## src/hw/eblas_pkg.sv

```systemverilog
// constants and types for the external bus lane and strobe block
// Overview of operation
// - select pin picks space id or address
// - strobe only in first cycle of access
// - strobe starts transfer, any ready ends it
// - granted: strobe input runs select and waits
// - 32-bit byte write: one lane enable low
// - 32-bit halfword writes: upper or lower pair
// - 32-bit reads assert all four lane enables
// - 16-bit byte writes follow fixed lane codes
// - 16-bit halfword and word write lane codes
// - 16-bit reads: two accesses, fixed codes
// - after ready, second access of a pair starts at once
// - request releases bus after transfer, grant
package eblas_pkg;

  localparam int ADDR_W      = 32;
  localparam int SPACE_W     = 4;
  localparam int LOW_ADDR_W  = 28;
  localparam int LANES       = 4;
  localparam int WAIT_W      = 4;

  localparam logic [LANES-1:0] LANES_ALL   = 4'h0;
  localparam logic [LANES-1:0] LANES_IDLE  = 4'hF;
  localparam logic [LANES-1:0] L32_HALF0   = 4'hC;
  localparam logic [LANES-1:0] L32_HALF1   = 4'h3;
  localparam logic [LANES-1:0] L16_BYTE0   = 4'h1;
  localparam logic [LANES-1:0] L16_BYTE1   = 4'h2;
  localparam logic [LANES-1:0] L16_BYTE2   = 4'h5;
  localparam logic [LANES-1:0] L16_BYTE3   = 4'h6;
  localparam logic [LANES-1:0] L16_HALF1   = 4'h4;
  localparam logic [LANES-1:0] L16_SECOND  = 4'h4;
  localparam logic [LANES-1:0] ONE_LANE    = 4'h1;
  localparam logic [WAIT_W-1:0] FOREIGN_WAITS = 4'h2;

  typedef enum logic [1:0] {
    EBLAS_BYTE,
    EBLAS_HALF,
    EBLAS_WORD
  } eblas_size_t;

  typedef struct packed {
    logic [ADDR_W-1:0]  addr;
    logic [SPACE_W-1:0] space;
    logic               write;
    eblas_size_t        size;
    logic               bus16;
    logic               use_int_wait;
    logic [WAIT_W-1:0]  waits;
  } eblas_req_t;

endpackage

```

## src/hw/eblas_top.sv

```systemverilog
// external bus master port: strobe, lane enables, ready, grant
`timescale 1ns/1ps
module eblas_top #(
  parameter logic [3:0] P_FOREIGN_WAITS = eblas_pkg::FOREIGN_WAITS
) (
  input  wire logic                                i_clk_sys,
  input  wire logic                                i_nrst,
  input  wire logic                                i_req_valid,
  input  wire eblas_pkg::eblas_req_t               i_req,
  output logic                                     o_req_ready,
  output logic                                     o_done,
  input  wire logic                                i_space_pin_select,
  input  wire logic                                i_transfer_strobe_n,
  output logic                                     o_transfer_strobe_n,
  output logic                                     o_transfer_strobe_oe,
  output logic [eblas_pkg::LANES-1:0]              o_lane_enable_n,
  output logic                                     o_lane_enable_oe,
  output logic [eblas_pkg::LOW_ADDR_W-1:0]         o_addr,
  output logic [eblas_pkg::SPACE_W-1:0]            o_space_identifier,
  output logic                                     o_space_identifier_oe,
  input  wire logic [eblas_pkg::SPACE_W-1:0]       i_space_identifier,
  input  wire logic                                i_ready_n,
  output logic                                     o_combined_ready_out_n,
  input  wire logic                                i_bus_request_n,
  output logic                                     o_bus_grant_n,
  output logic                                     o_foreign_start,
  output logic [eblas_pkg::SPACE_W-1:0]            o_foreign_space
);

  ////////////////////////////////////////////////////////////////////////
  // lane enable decode

  function automatic logic [eblas_pkg::LANES-1:0] lane_code(
    input logic                   bus16,
    input logic                   write,
    input eblas_pkg::eblas_size_t size,
    input logic [1:0]             lo,
    input logic                   second
  );
    logic [eblas_pkg::LANES-1:0] code;
    code = eblas_pkg::LANES_ALL;
    if (!write) begin
      if (bus16 && second) begin
        code = eblas_pkg::L16_SECOND;
      end else begin
        code = eblas_pkg::LANES_ALL;
      end
    end else if (!bus16) begin
      unique case (size)
        eblas_pkg::EBLAS_BYTE: begin
          code = ~(eblas_pkg::ONE_LANE << lo);
        end
        eblas_pkg::EBLAS_HALF: begin
          code = lo[1] ? eblas_pkg::L32_HALF1
                       : eblas_pkg::L32_HALF0;
        end
        default: begin
          code = eblas_pkg::LANES_ALL;
        end
      endcase
    end else begin
      unique case (size)
        eblas_pkg::EBLAS_BYTE: begin
          unique case (lo)
            2'h0:    code = eblas_pkg::L16_BYTE0;
            2'h1:    code = eblas_pkg::L16_BYTE1;
            2'h2:    code = eblas_pkg::L16_BYTE2;
            default: code = eblas_pkg::L16_BYTE3;
          endcase
        end
        eblas_pkg::EBLAS_HALF: begin
          code = lo[1] ? eblas_pkg::L16_HALF1
                       : eblas_pkg::LANES_ALL;
        end
        default: begin
          code = second ? eblas_pkg::LANES_ALL
                        : eblas_pkg::L16_HALF1;
        end
      endcase
    end
    return code;
  endfunction

  ////////////////////////////////////////////////////////////////////////
  // state

  typedef enum logic [1:0] {
    EBLAS_IDLE,
    EBLAS_FIRST,
    EBLAS_WAIT,
    EBLAS_GRANT
  } eblas_state_t;

  eblas_state_t            state;
  eblas_state_t            next_state;
  eblas_pkg::eblas_req_t   cur;
  logic                    second;
  logic                    two_access;
  logic [3:0]              wait_cnt;
  logic                    foreign_busy;
  logic                    int_ready;
  logic                    ext_ready;
  logic                    access_end;
  logic                    last_access;
  logic                    req_take;
  logic                    foreign_strobe;

  assign ext_ready  = ~i_ready_n;
  assign int_ready  = (state == EBLAS_WAIT && cur.use_int_wait
                       && wait_cnt == 4'h0)
                   || (state == EBLAS_GRANT && foreign_busy
                       && wait_cnt == 4'h0);
  assign access_end = (state == EBLAS_WAIT)
                   && (ext_ready || int_ready);
  assign two_access = cur.bus16 && (!cur.write
                   || cur.size == eblas_pkg::EBLAS_WORD);
  assign last_access = !two_access || second;
  assign o_req_ready = (state == EBLAS_IDLE) && i_bus_request_n;
  assign req_take    = o_req_ready && i_req_valid;
  // strobe input is honoured only when the select pin allows it
  assign foreign_strobe = (state == EBLAS_GRANT) && !foreign_busy
                       && !i_transfer_strobe_n
                       && i_space_pin_select;
  assign o_combined_ready_out_n = ~(int_ready
                       || (ext_ready && (state == EBLAS_WAIT
                           || (state == EBLAS_GRANT && foreign_busy))));

  always_comb begin
    next_state = state;
    unique case (state)
      EBLAS_IDLE: begin
        if (!i_bus_request_n) begin
          next_state = EBLAS_GRANT;
        end else if (req_take) begin
          next_state = EBLAS_FIRST;
        end
      end
      EBLAS_FIRST: begin
        next_state = EBLAS_WAIT;
      end
      EBLAS_WAIT: begin
        if (access_end) begin
          if (!last_access) begin
            next_state = EBLAS_FIRST;
          end else if (!i_bus_request_n) begin
            next_state = EBLAS_GRANT;
          end else begin
            next_state = EBLAS_IDLE;
          end
        end
      end
      EBLAS_GRANT: begin
        if (i_bus_request_n && !foreign_busy) begin
          next_state = EBLAS_IDLE;
        end
      end
    endcase
  end

  always_ff @(posedge i_clk_sys or negedge i_nrst) begin
    if (!i_nrst) begin
      state <= EBLAS_IDLE;
    end else begin
      state <= next_state;
    end
  end

  ////////////////////////////////////////////////////////////////////////
  // request capture and access order

  always_ff @(posedge i_clk_sys or negedge i_nrst) begin
    if (!i_nrst) begin
      cur    <= '0;
      second <= 1'b0;
    end else if (req_take) begin
      cur    <= i_req;
      second <= 1'b0;
    end else if (access_end && !last_access) begin
      second <= 1'b1;
    end
  end

  always_ff @(posedge i_clk_sys or negedge i_nrst) begin
    if (!i_nrst) begin
      o_done <= 1'b0;
    end else begin
      o_done <= access_end && last_access;
    end
  end

  ////////////////////////////////////////////////////////////////////////
  // wait-state counter, own and foreign transfers

  always_ff @(posedge i_clk_sys or negedge i_nrst) begin
    if (!i_nrst) begin
      wait_cnt     <= 4'h0;
      foreign_busy <= 1'b0;
    end else if (state == EBLAS_FIRST) begin
      wait_cnt <= cur.waits;
    end else if (foreign_strobe) begin
      wait_cnt     <= P_FOREIGN_WAITS;
      foreign_busy <= 1'b1;
    end else if (foreign_busy && (int_ready || ext_ready)) begin
      foreign_busy <= 1'b0;
    end else if (wait_cnt != 4'h0) begin
      wait_cnt <= wait_cnt - 4'h1;
    end
  end

  always_ff @(posedge i_clk_sys or negedge i_nrst) begin
    if (!i_nrst) begin
      o_foreign_start <= 1'b0;
      o_foreign_space <= '0;
    end else begin
      o_foreign_start <= foreign_strobe;
      if (foreign_strobe) begin
        o_foreign_space <= i_space_identifier;
      end
    end
  end

  ////////////////////////////////////////////////////////////////////////
  // pin drivers

  always_ff @(posedge i_clk_sys or negedge i_nrst) begin
    if (!i_nrst) begin
      o_transfer_strobe_n  <= 1'b1;
      o_transfer_strobe_oe <= 1'b1;
    end else begin
      o_transfer_strobe_n  <= !(next_state == EBLAS_FIRST);
      o_transfer_strobe_oe <= (next_state != EBLAS_GRANT);
    end
  end

  always_ff @(posedge i_clk_sys or negedge i_nrst) begin
    if (!i_nrst) begin
      o_lane_enable_n  <= eblas_pkg::LANES_IDLE;
      o_lane_enable_oe <= 1'b1;
    end else begin
      o_lane_enable_oe <= (next_state != EBLAS_GRANT);
      if (next_state == EBLAS_FIRST) begin
        if (req_take) begin
          o_lane_enable_n <= lane_code(i_req.bus16, i_req.write,
                                       i_req.size, i_req.addr[1:0],
                                       1'b0);
        end else begin
          o_lane_enable_n <= lane_code(cur.bus16, cur.write, cur.size,
                                       cur.addr[1:0], 1'b1);
        end
      end else if (next_state != EBLAS_WAIT) begin
        o_lane_enable_n <= eblas_pkg::LANES_IDLE;
      end
    end
  end

  always_ff @(posedge i_clk_sys or negedge i_nrst) begin
    if (!i_nrst) begin
      o_addr                <= '0;
      o_space_identifier    <= '0;
      o_space_identifier_oe <= 1'b1;
    end else begin
      o_space_identifier_oe <= (next_state != EBLAS_GRANT);
      if (req_take) begin
        o_addr <= i_req.addr[eblas_pkg::LOW_ADDR_W-1:0];
        if (i_space_pin_select) begin
          o_space_identifier <= i_req.space;
        end else begin
          o_space_identifier <=
            i_req.addr[eblas_pkg::ADDR_W-1:eblas_pkg::LOW_ADDR_W];
        end
      end
    end
  end

  always_ff @(posedge i_clk_sys or negedge i_nrst) begin
    if (!i_nrst) begin
      o_bus_grant_n <= 1'b1;
    end else begin
      o_bus_grant_n <= !(next_state == EBLAS_GRANT);
    end
  end

endmodule // eblas_top

```

## config.mk

```make
export PLATFORM = sky130hd
export DESIGN_NAME = eblas_top
export DESIGN_NICKNAME = d
export VERILOG_FILES = /design/src/hw/eblas_pkg.sv /design/src/hw/eblas_top.sv
export SDC_FILE = /design/constraint.sdc
export NUM_CORES = 1
export LEC_CHECK = 0
export ABC_AREA = 0
export BUFFER_PORTS_ARGS = -buffer_cell sky130_fd_sc_hd__buf_2
export CORE_AREA = 4 4 103 105
export DETAILED_ROUTE_END_ITERATION = 7
export DIE_AREA = 0 0 107 109
export PLACE_DENSITY = 0.6
export RECOVER_POWER = 100
export SYNTH_ARGS = -nofsm -noshare
export SYNTH_HDL_FRONTEND = slang
export SYNTH_SLANG_ARGS = --single-unit
```

## constraint.sdc

```tcl
create_clock -name i_clk_sys -period 2.03 [get_ports i_clk_sys]
set_clock_uncertainty 0.2 [all_clocks]
set_input_delay 0.203 -clock i_clk_sys [delete_from_list [all_inputs] [get_ports i_clk_sys]]
set_output_delay 0.203 -clock i_clk_sys [all_outputs]
set_load 0.01 [all_outputs]
```

== After elaboration in Yosys (flattened, before gate mapping) ==
Cells that the tools add are included.

* Register bits after elaboration: 64
* Input port bits: 56
* Output and inout port bits: 49

* $add $sub $neg: 1
* Equality and inequality tests: 15
* Shift-type cells: 2
* Muxes and demuxes: 34
* Bitwise logic cells: 5
* Reductions and logical operators: 42

{| class="wikitable"
|+ Operator list
! operator !! number
|-
| $mux W4 || 14
|-
| $pmux W4 S2 || 4
|-
| $pmux W3 S3 || 2
|-
| $logic_and A1 B1 Y1 || 16
|-
| $eq A2 B1 Y1 const B || 6
|-
| $eq A2 B2 Y1 const B || 6
|-
| $mux W2 || 6
|-
| $logic_not A2 Y1 || 5
|-
| $mux W3 || 3
|-
| $not A4 Y4 || 2
|-
| $pmux W2 S4 || 1
|-
| $shl A1 B2 Y4 const A || 2
|-
| $logic_not A1 Y1 || 7
|-
| $logic_or A1 B1 Y1 || 6
|-
| $reduce_bool A2 Y1 || 3
|-
| $logic_not A4 Y1 || 1
|-
| $mux W1 || 4
|-
| $ne A2 B2 Y1 const B || 2
|-
| $reduce_and A2 Y1 || 2
|-
| $reduce_bool A4 Y1 || 1
|-
| $sub A4 B1 Y4 const B || 1
|-
| $ne A3 B3 Y1 const B || 1
|-
| $not A1 Y1 || 3
|-
| $reduce_bool A3 Y1 || 1
|}

== Depth between registers and ports, before layout ==
* Depth after elaboration: 11
* Mapped depth: 8
* Depth with buffers taken out: 7

== Worst setup path before layout ==
No wires, ideal clock.

* Path type: register to register
* Start: register wait_cnt[0]
* End: register o_lane_enable_n[2] (netlist bit)
* Library setup time: 93 ps
* Data arrival time: 1853 ps
* Required time: 1737 ps
* Setup slack: -116 ps
* Cell stages (with the launch flop): 9
* Buffers on the path: 1
* Cells stage by stage: dfrtp_1 -> inv_1 -> ha_1 -> or3b_1 -> buf_2 -> a2111oi_2 -> nor4_2 -> a211oi_4 -> a31oi_1

* Longest elaborated chain between the ends: 9

{| class="wikitable"
|+ RTL lines
! item !! RTL line !! RTL
|-
| start: declaration || eblas_top.sv:99 || <nowiki>logic [3:0] wait_cnt;</nowiki>
|-
| start signal: assignment || eblas_top.sv:199 || <nowiki>wait_cnt <= cur.waits;</nowiki>
|-
| start signal: assignment || eblas_top.sv:206 || <nowiki>wait_cnt <= wait_cnt - 4'h1;</nowiki>
|-
| $logic_not A4 Y1 * || eblas_top.sv:110, eblas_top.sv:112 ||
|-
| $logic_and A1 B1 Y1 (on tied branches) || eblas_top.sv:110, eblas_top.sv:112 ||
|-
| $logic_or A1 B1 Y1 * || eblas_top.sv:111 || <nowiki>|| (state == EBLAS_GRANT && foreign_busy</nowiki>
|-
| $logic_or A1 B1 Y1 * || eblas_top.sv:114 || <nowiki>&& (ext_ready || int_ready);</nowiki>
|-
| $logic_and A1 B1 Y1 * || eblas_top.sv:114 ||
|-
| $mux W2 * || eblas_top.sv:142 || <nowiki>if (access_end) begin</nowiki>
|-
| $pmux W2 S4 * || eblas_top.sv:130 || <nowiki>unique case (state)</nowiki>
|-
| via next_state[1] || eblas_top.sv:95 || <nowiki>eblas_state_t next_state;</nowiki>
|-
| $eq A2 B1 Y1 / $ne A2 B2 Y1 (equally long branches) || eblas_top.sv:241, eblas_top.sv:250 ||
|-
| $mux W4 / $reduce_bool A2 Y1 (equally long branches) || -- ||
|-
| end signal: assignment || eblas_top.sv:243 || <nowiki>o_lane_enable_n <= lane_code(i_req.bus16, i_req.write,</nowiki>
|-
| end signal: assignment || eblas_top.sv:247 || <nowiki>o_lane_enable_n <= lane_code(cur.bus16, cur.write, cur.size,</nowiki>
|-
| end signal: assignment || eblas_top.sv:251 || <nowiki>o_lane_enable_n <= eblas_pkg::LANES_IDLE;</nowiki>
|-
| end: declaration || eblas_top.sv:16 || <nowiki>output logic [eblas_pkg::LANES-1:0] o_lane_enable_n,</nowiki>
|}

The timed path passes the listed nets; every way through them passes the cells marked *.
A chain may end at the register's enable or synchronous reset.

== Worst setup path in the final report ==
* Start: register wait_cnt[1]
* End: output port o_combined_ready_out_n

* Longest elaborated chain between the ends: 5

{| class="wikitable"
|+ RTL lines
! item !! RTL line !! RTL
|-
| $logic_not A4 Y1 * || eblas_top.sv:110, eblas_top.sv:112 ||
|-
| $logic_and A1 B1 Y1 (on tied branches) || eblas_top.sv:110, eblas_top.sv:112 ||
|-
| $logic_or A1 B1 Y1 * || eblas_top.sv:111 ||
|-
| $logic_or A1 B1 Y1 * || eblas_top.sv:125 || <nowiki>|| (ext_ready && (state == EBLAS_WAIT</nowiki>
|-
| $not A1 Y1 * || eblas_top.sv:124 || <nowiki>assign o_combined_ready_out_n = ~(int_ready</nowiki>
|-
| end: declaration || eblas_top.sv:23 || <nowiki>output logic o_combined_ready_out_n,</nowiki>
|}

Mark *: on every way between the ends. The rest lies on a longest branch, timed or not.

==> impl_metrics.csv <==
group,metric,value,unit
die,fp.dieH,109,um
logic_synthesis,synthesis.nets,296,
setup_path,worst_path_max_delay_cell,"or3b_4",
worst_hold_path,min_from,"i_req_valid",
layout,area_growth_syn_to_layout,49.5,%
power_and_ir_drop,leakage,0.00185,uW
timing,max_clock_freq,470,MHz
die,die-area,0.0117,sq mm
detailed_routing,drtPass1Iterations,4,
logic_synthesis,yosysMostFrequentCell,"dfrtp_1",
cts,clock_path_buffers,2,
logic_synthesis,syn_inst,239,
timing,rsz0062_at_grt,"true",
run,max_cap_violations,0,
place,place_inst,473,
place,place_congestion,0.803,
setup_path,setup.worst_path.start_class,"flop",
setup_path,cp.arrival,1.72,ns
die,core_area,0.00964,sq mm
logic_synthesis,synth_cell_type_count,47,
timing,holdWs,0.0674,ns
worst_hold_path,holdPathStages,4,
setup_path,cp_num_buf_inv,2,
place,port_buffers,104,
logic_synthesis,synth_flop_cell,"dfrtp_1",
global_routing,grt_use_total,13.4,%
cts,cts_tree,"done",
setup_path,cp_data_required_time,1.63,ns
detailed_routing,drt-total-wl,7.31,mm
setup_path,path_depth,6,
logic_synthesis,synth_top_cell_by_area,"dfrtp_1",
timing,hold_viol_final,0,
timing,finalCritPeriodShare,105,%
cts,cts.sinks,61,
place,hpwl,4.80,mm
setup_path,r2r_setup_slack,-0.08,ns
logic_synthesis,async_flop_share,100,%
timing,tightest_slew,0.839,ns
detailed_routing,drtIter0Drc,55,
power_and_ir_drop,ir_drop,0.000466,V
global_routing,grt_pass1_vias,2581,
die,rows,36,
setup_path,end_kind,"output pin",
setup_path,path_cells,"inv_2 -> ha_4 -> or3b_4 -> o21ai_2 -> nand3_1 -> buf_2",
layout,stdcell_count,542,
timing,slew_headroom,44.1,%
cts,htreeDepth,3,
detailed_routing,vias,2380,
detailed_routing,via_per_inst,4.39,
layout,drive_gt1_share,36.7,%
setup_path,r2r-start,"state[1]",
timing,fin_ws,-0.0964,ns
timing,setup_viol,27,
logic_synthesis,yosysWarnings,0,
timing,min_period,2.13,ns
logic_synthesis,yosysSeqAreaShare,54.2,%
setup_path,reg2regPathDepth,5,
cts,cts_buffers,9,
detailed_routing,wl_per_cell,13.5,um
detailed_routing,drt_drc_violations_left,0,
die,num_io_pins,105,
run_status,status,"finished, violations left",
detailed_routing,final_antenna_net_count,0,
worst_hold_path,min_to,"state[0]",
global_routing,grt_pass1_wl,12.3,mm
logic_synthesis,syn-mean-instance-area,11.9,sq um
power_and_ir_drop,power.total,5610,uW
setup_path,cpLargestDelayFamily,"simple AND/OR/NAND/NOR gates",
logic_synthesis,synth_top_area_share,48.6,%
timing,drv_slew,0,
setup_path,critPathKind,"flop to output pin",
power_and_ir_drop,p_per_area,1330,mW/mm^2
logic_synthesis,yosys-top-cells-area,"dfrtp_1, mux2_2, dfstp_2",
global_routing,grt_overflow_total,0,
logic_synthesis,synth-edff-count,0,
global_routing,grt_max_degree,62,
run_status,violations,"setup timing",
cts,clock_latency,0.33,ns
place,post-place-ws,-0.100,ns
cts,clkTransAtPathRegs,0.07,ns
layout,final_nets,463,
worst_hold_path,hold_class,"primary input to flop",
layout,antenna_cells,0,
cts,clockRootBuffer,"clkbuf_8",
logic_synthesis,netlist_area,0.00283,sq mm
die,initial_core_util,29.4,%
logic_synthesis,synth_seq_cells,61,
die,dieWidth,107,um
setup_path,cp_slowest_stage_delay,0.42,ns
global_routing,antenna_found_initial,0,
setup_path,worstPathMaxFanout,6,
setup_path,rr_endpoint,"o_addr[15]",
logic_synthesis,ys_top_cells_by_count,"dfrtp_1, mux2_2, nor2_1, nand2_1, o21ai_0",
sequential cells by signal (all words and copies together), names as in the netlist:
name	cells
o_lane_enable_n	4
o_addr	27
second	1
wait_cnt	4
o_bus_grant_n	1
state	2
o_transfer_strobe_n	1
o_done	1
o_foreign_space	4
o_foreign_start	1
foreign_busy	1
cur	10
o_space_identifier	4
placed cells by master (no fill, tap or decap), types with 2 or more instances in the layout:
cell type	netlist	final
mux2_2	40	40
buf_12	0	2
dfstp_1	0	3
nor2_1	18	18
buf_2	4	59
buf_4	5	14
clkinv_2	0	2
inv_2	0	2
nor3_1	3	2
mux2i_1	4	4
nand2b_1	8	8
dfstp_2	6	3
xor2_1	3	3
o21ai_0	14	11
clkbuf_8	3	11
nand2_1	16	16
a31oi_1	3	3
inv_1	7	5
a21oi_1	12	12
a211oi_1	2	2
or2b_1	2	2
dlygate4sd3_1	0	50
o21ai_2	0	3
dfrtp_1	55	55
nor2b_1	2	2
a32oi_1	2	2
or3b_2	2	2
or2b_2	2	2
clkbuf_1	2	46
report_power, final:
group          switching [uW]  leakage (uW)  internal [uW]
registers                 376      0.000722           1830
logic                    1220       0.00104           1240
clock network             446     0.0000881            493
how the worst max path moves through the flow:
stage                 from                     end  slack (ns)
4_1_cts        wait_cnt[1]  o_combined_ready_out_n       -0.12
6_report       wait_cnt[1]  o_combined_ready_out_n        -0.1
3_3_place_gp   wait_cnt[0]      o_lane_enable_n[2]       -0.03
5_1_grt           state[1]              o_addr[10]       -0.22
2_1_floorplan  wait_cnt[0]      o_lane_enable_n[2]        0.03
3_5_place_dp   wait_cnt[1]      o_lane_enable_n[2]       -0.10
worst min-delay path, stage by stage:
cell    delay, ns
buf_2        0.09
nor4_1       0.04
buf_4        0.13
nor2_1       0.09
cells by family (layout without fill, tap and decap cells):
kind of cell	count (synthesis)	after routing	share of synthesized area, %
XOR/XNOR	4	4	1.24
AND/OR/NAND/NOR	67	67	12.9
flip-flops	61	61	54.2
buffers and inverters	23	193	5.21
multiplexers	44	44	17.3
AO/OA/AOI/OAI	39	39	8.75
adder cells (fa/ha/maj)	1	1	0.442
cell type report:
type                            count  area (sq um)
Inverter                            7          26.3
Multi-Input combinational cell    155          1210
Fill cell                         947          5410
Sequential cell                    61          1530
Clock inverter                      2          10.0
Clock buffer                       12           155
Tap cell                          133           166
Timing Repair Buffer              172          1130
through the flow:
stage                     utilization (%)  TNS (ns)  instance area [sq um]
after floorplan                         -         0                   2870
after global placement               37.1   -0.0984                   3580
after detailed placement             37.1    -0.407                   3580
after CTS                            44.3    -0.439                   4270
after global routing                 43.9     -6.66                   4230
final                                43.9     -1.54                   4230
routing by layer:
metal | global-route usage (%) | share of wire, %
met1 | 15.9 | 41
met2 | 23.2 | 51
met3 | 3.61 | 5.9
met4 | 5.21 | 1.9
met5 | 0 | 0
what timing repair did:
action,4_1_cts,5_1_grt
gates resized for setup,4,5
pin swaps,6,6
setup endpoints to repair,6,26
setup buffers,1,4
hold endpoints to repair,108,0
hold buffers,50,0
Power figures use the tool's default switching activity.
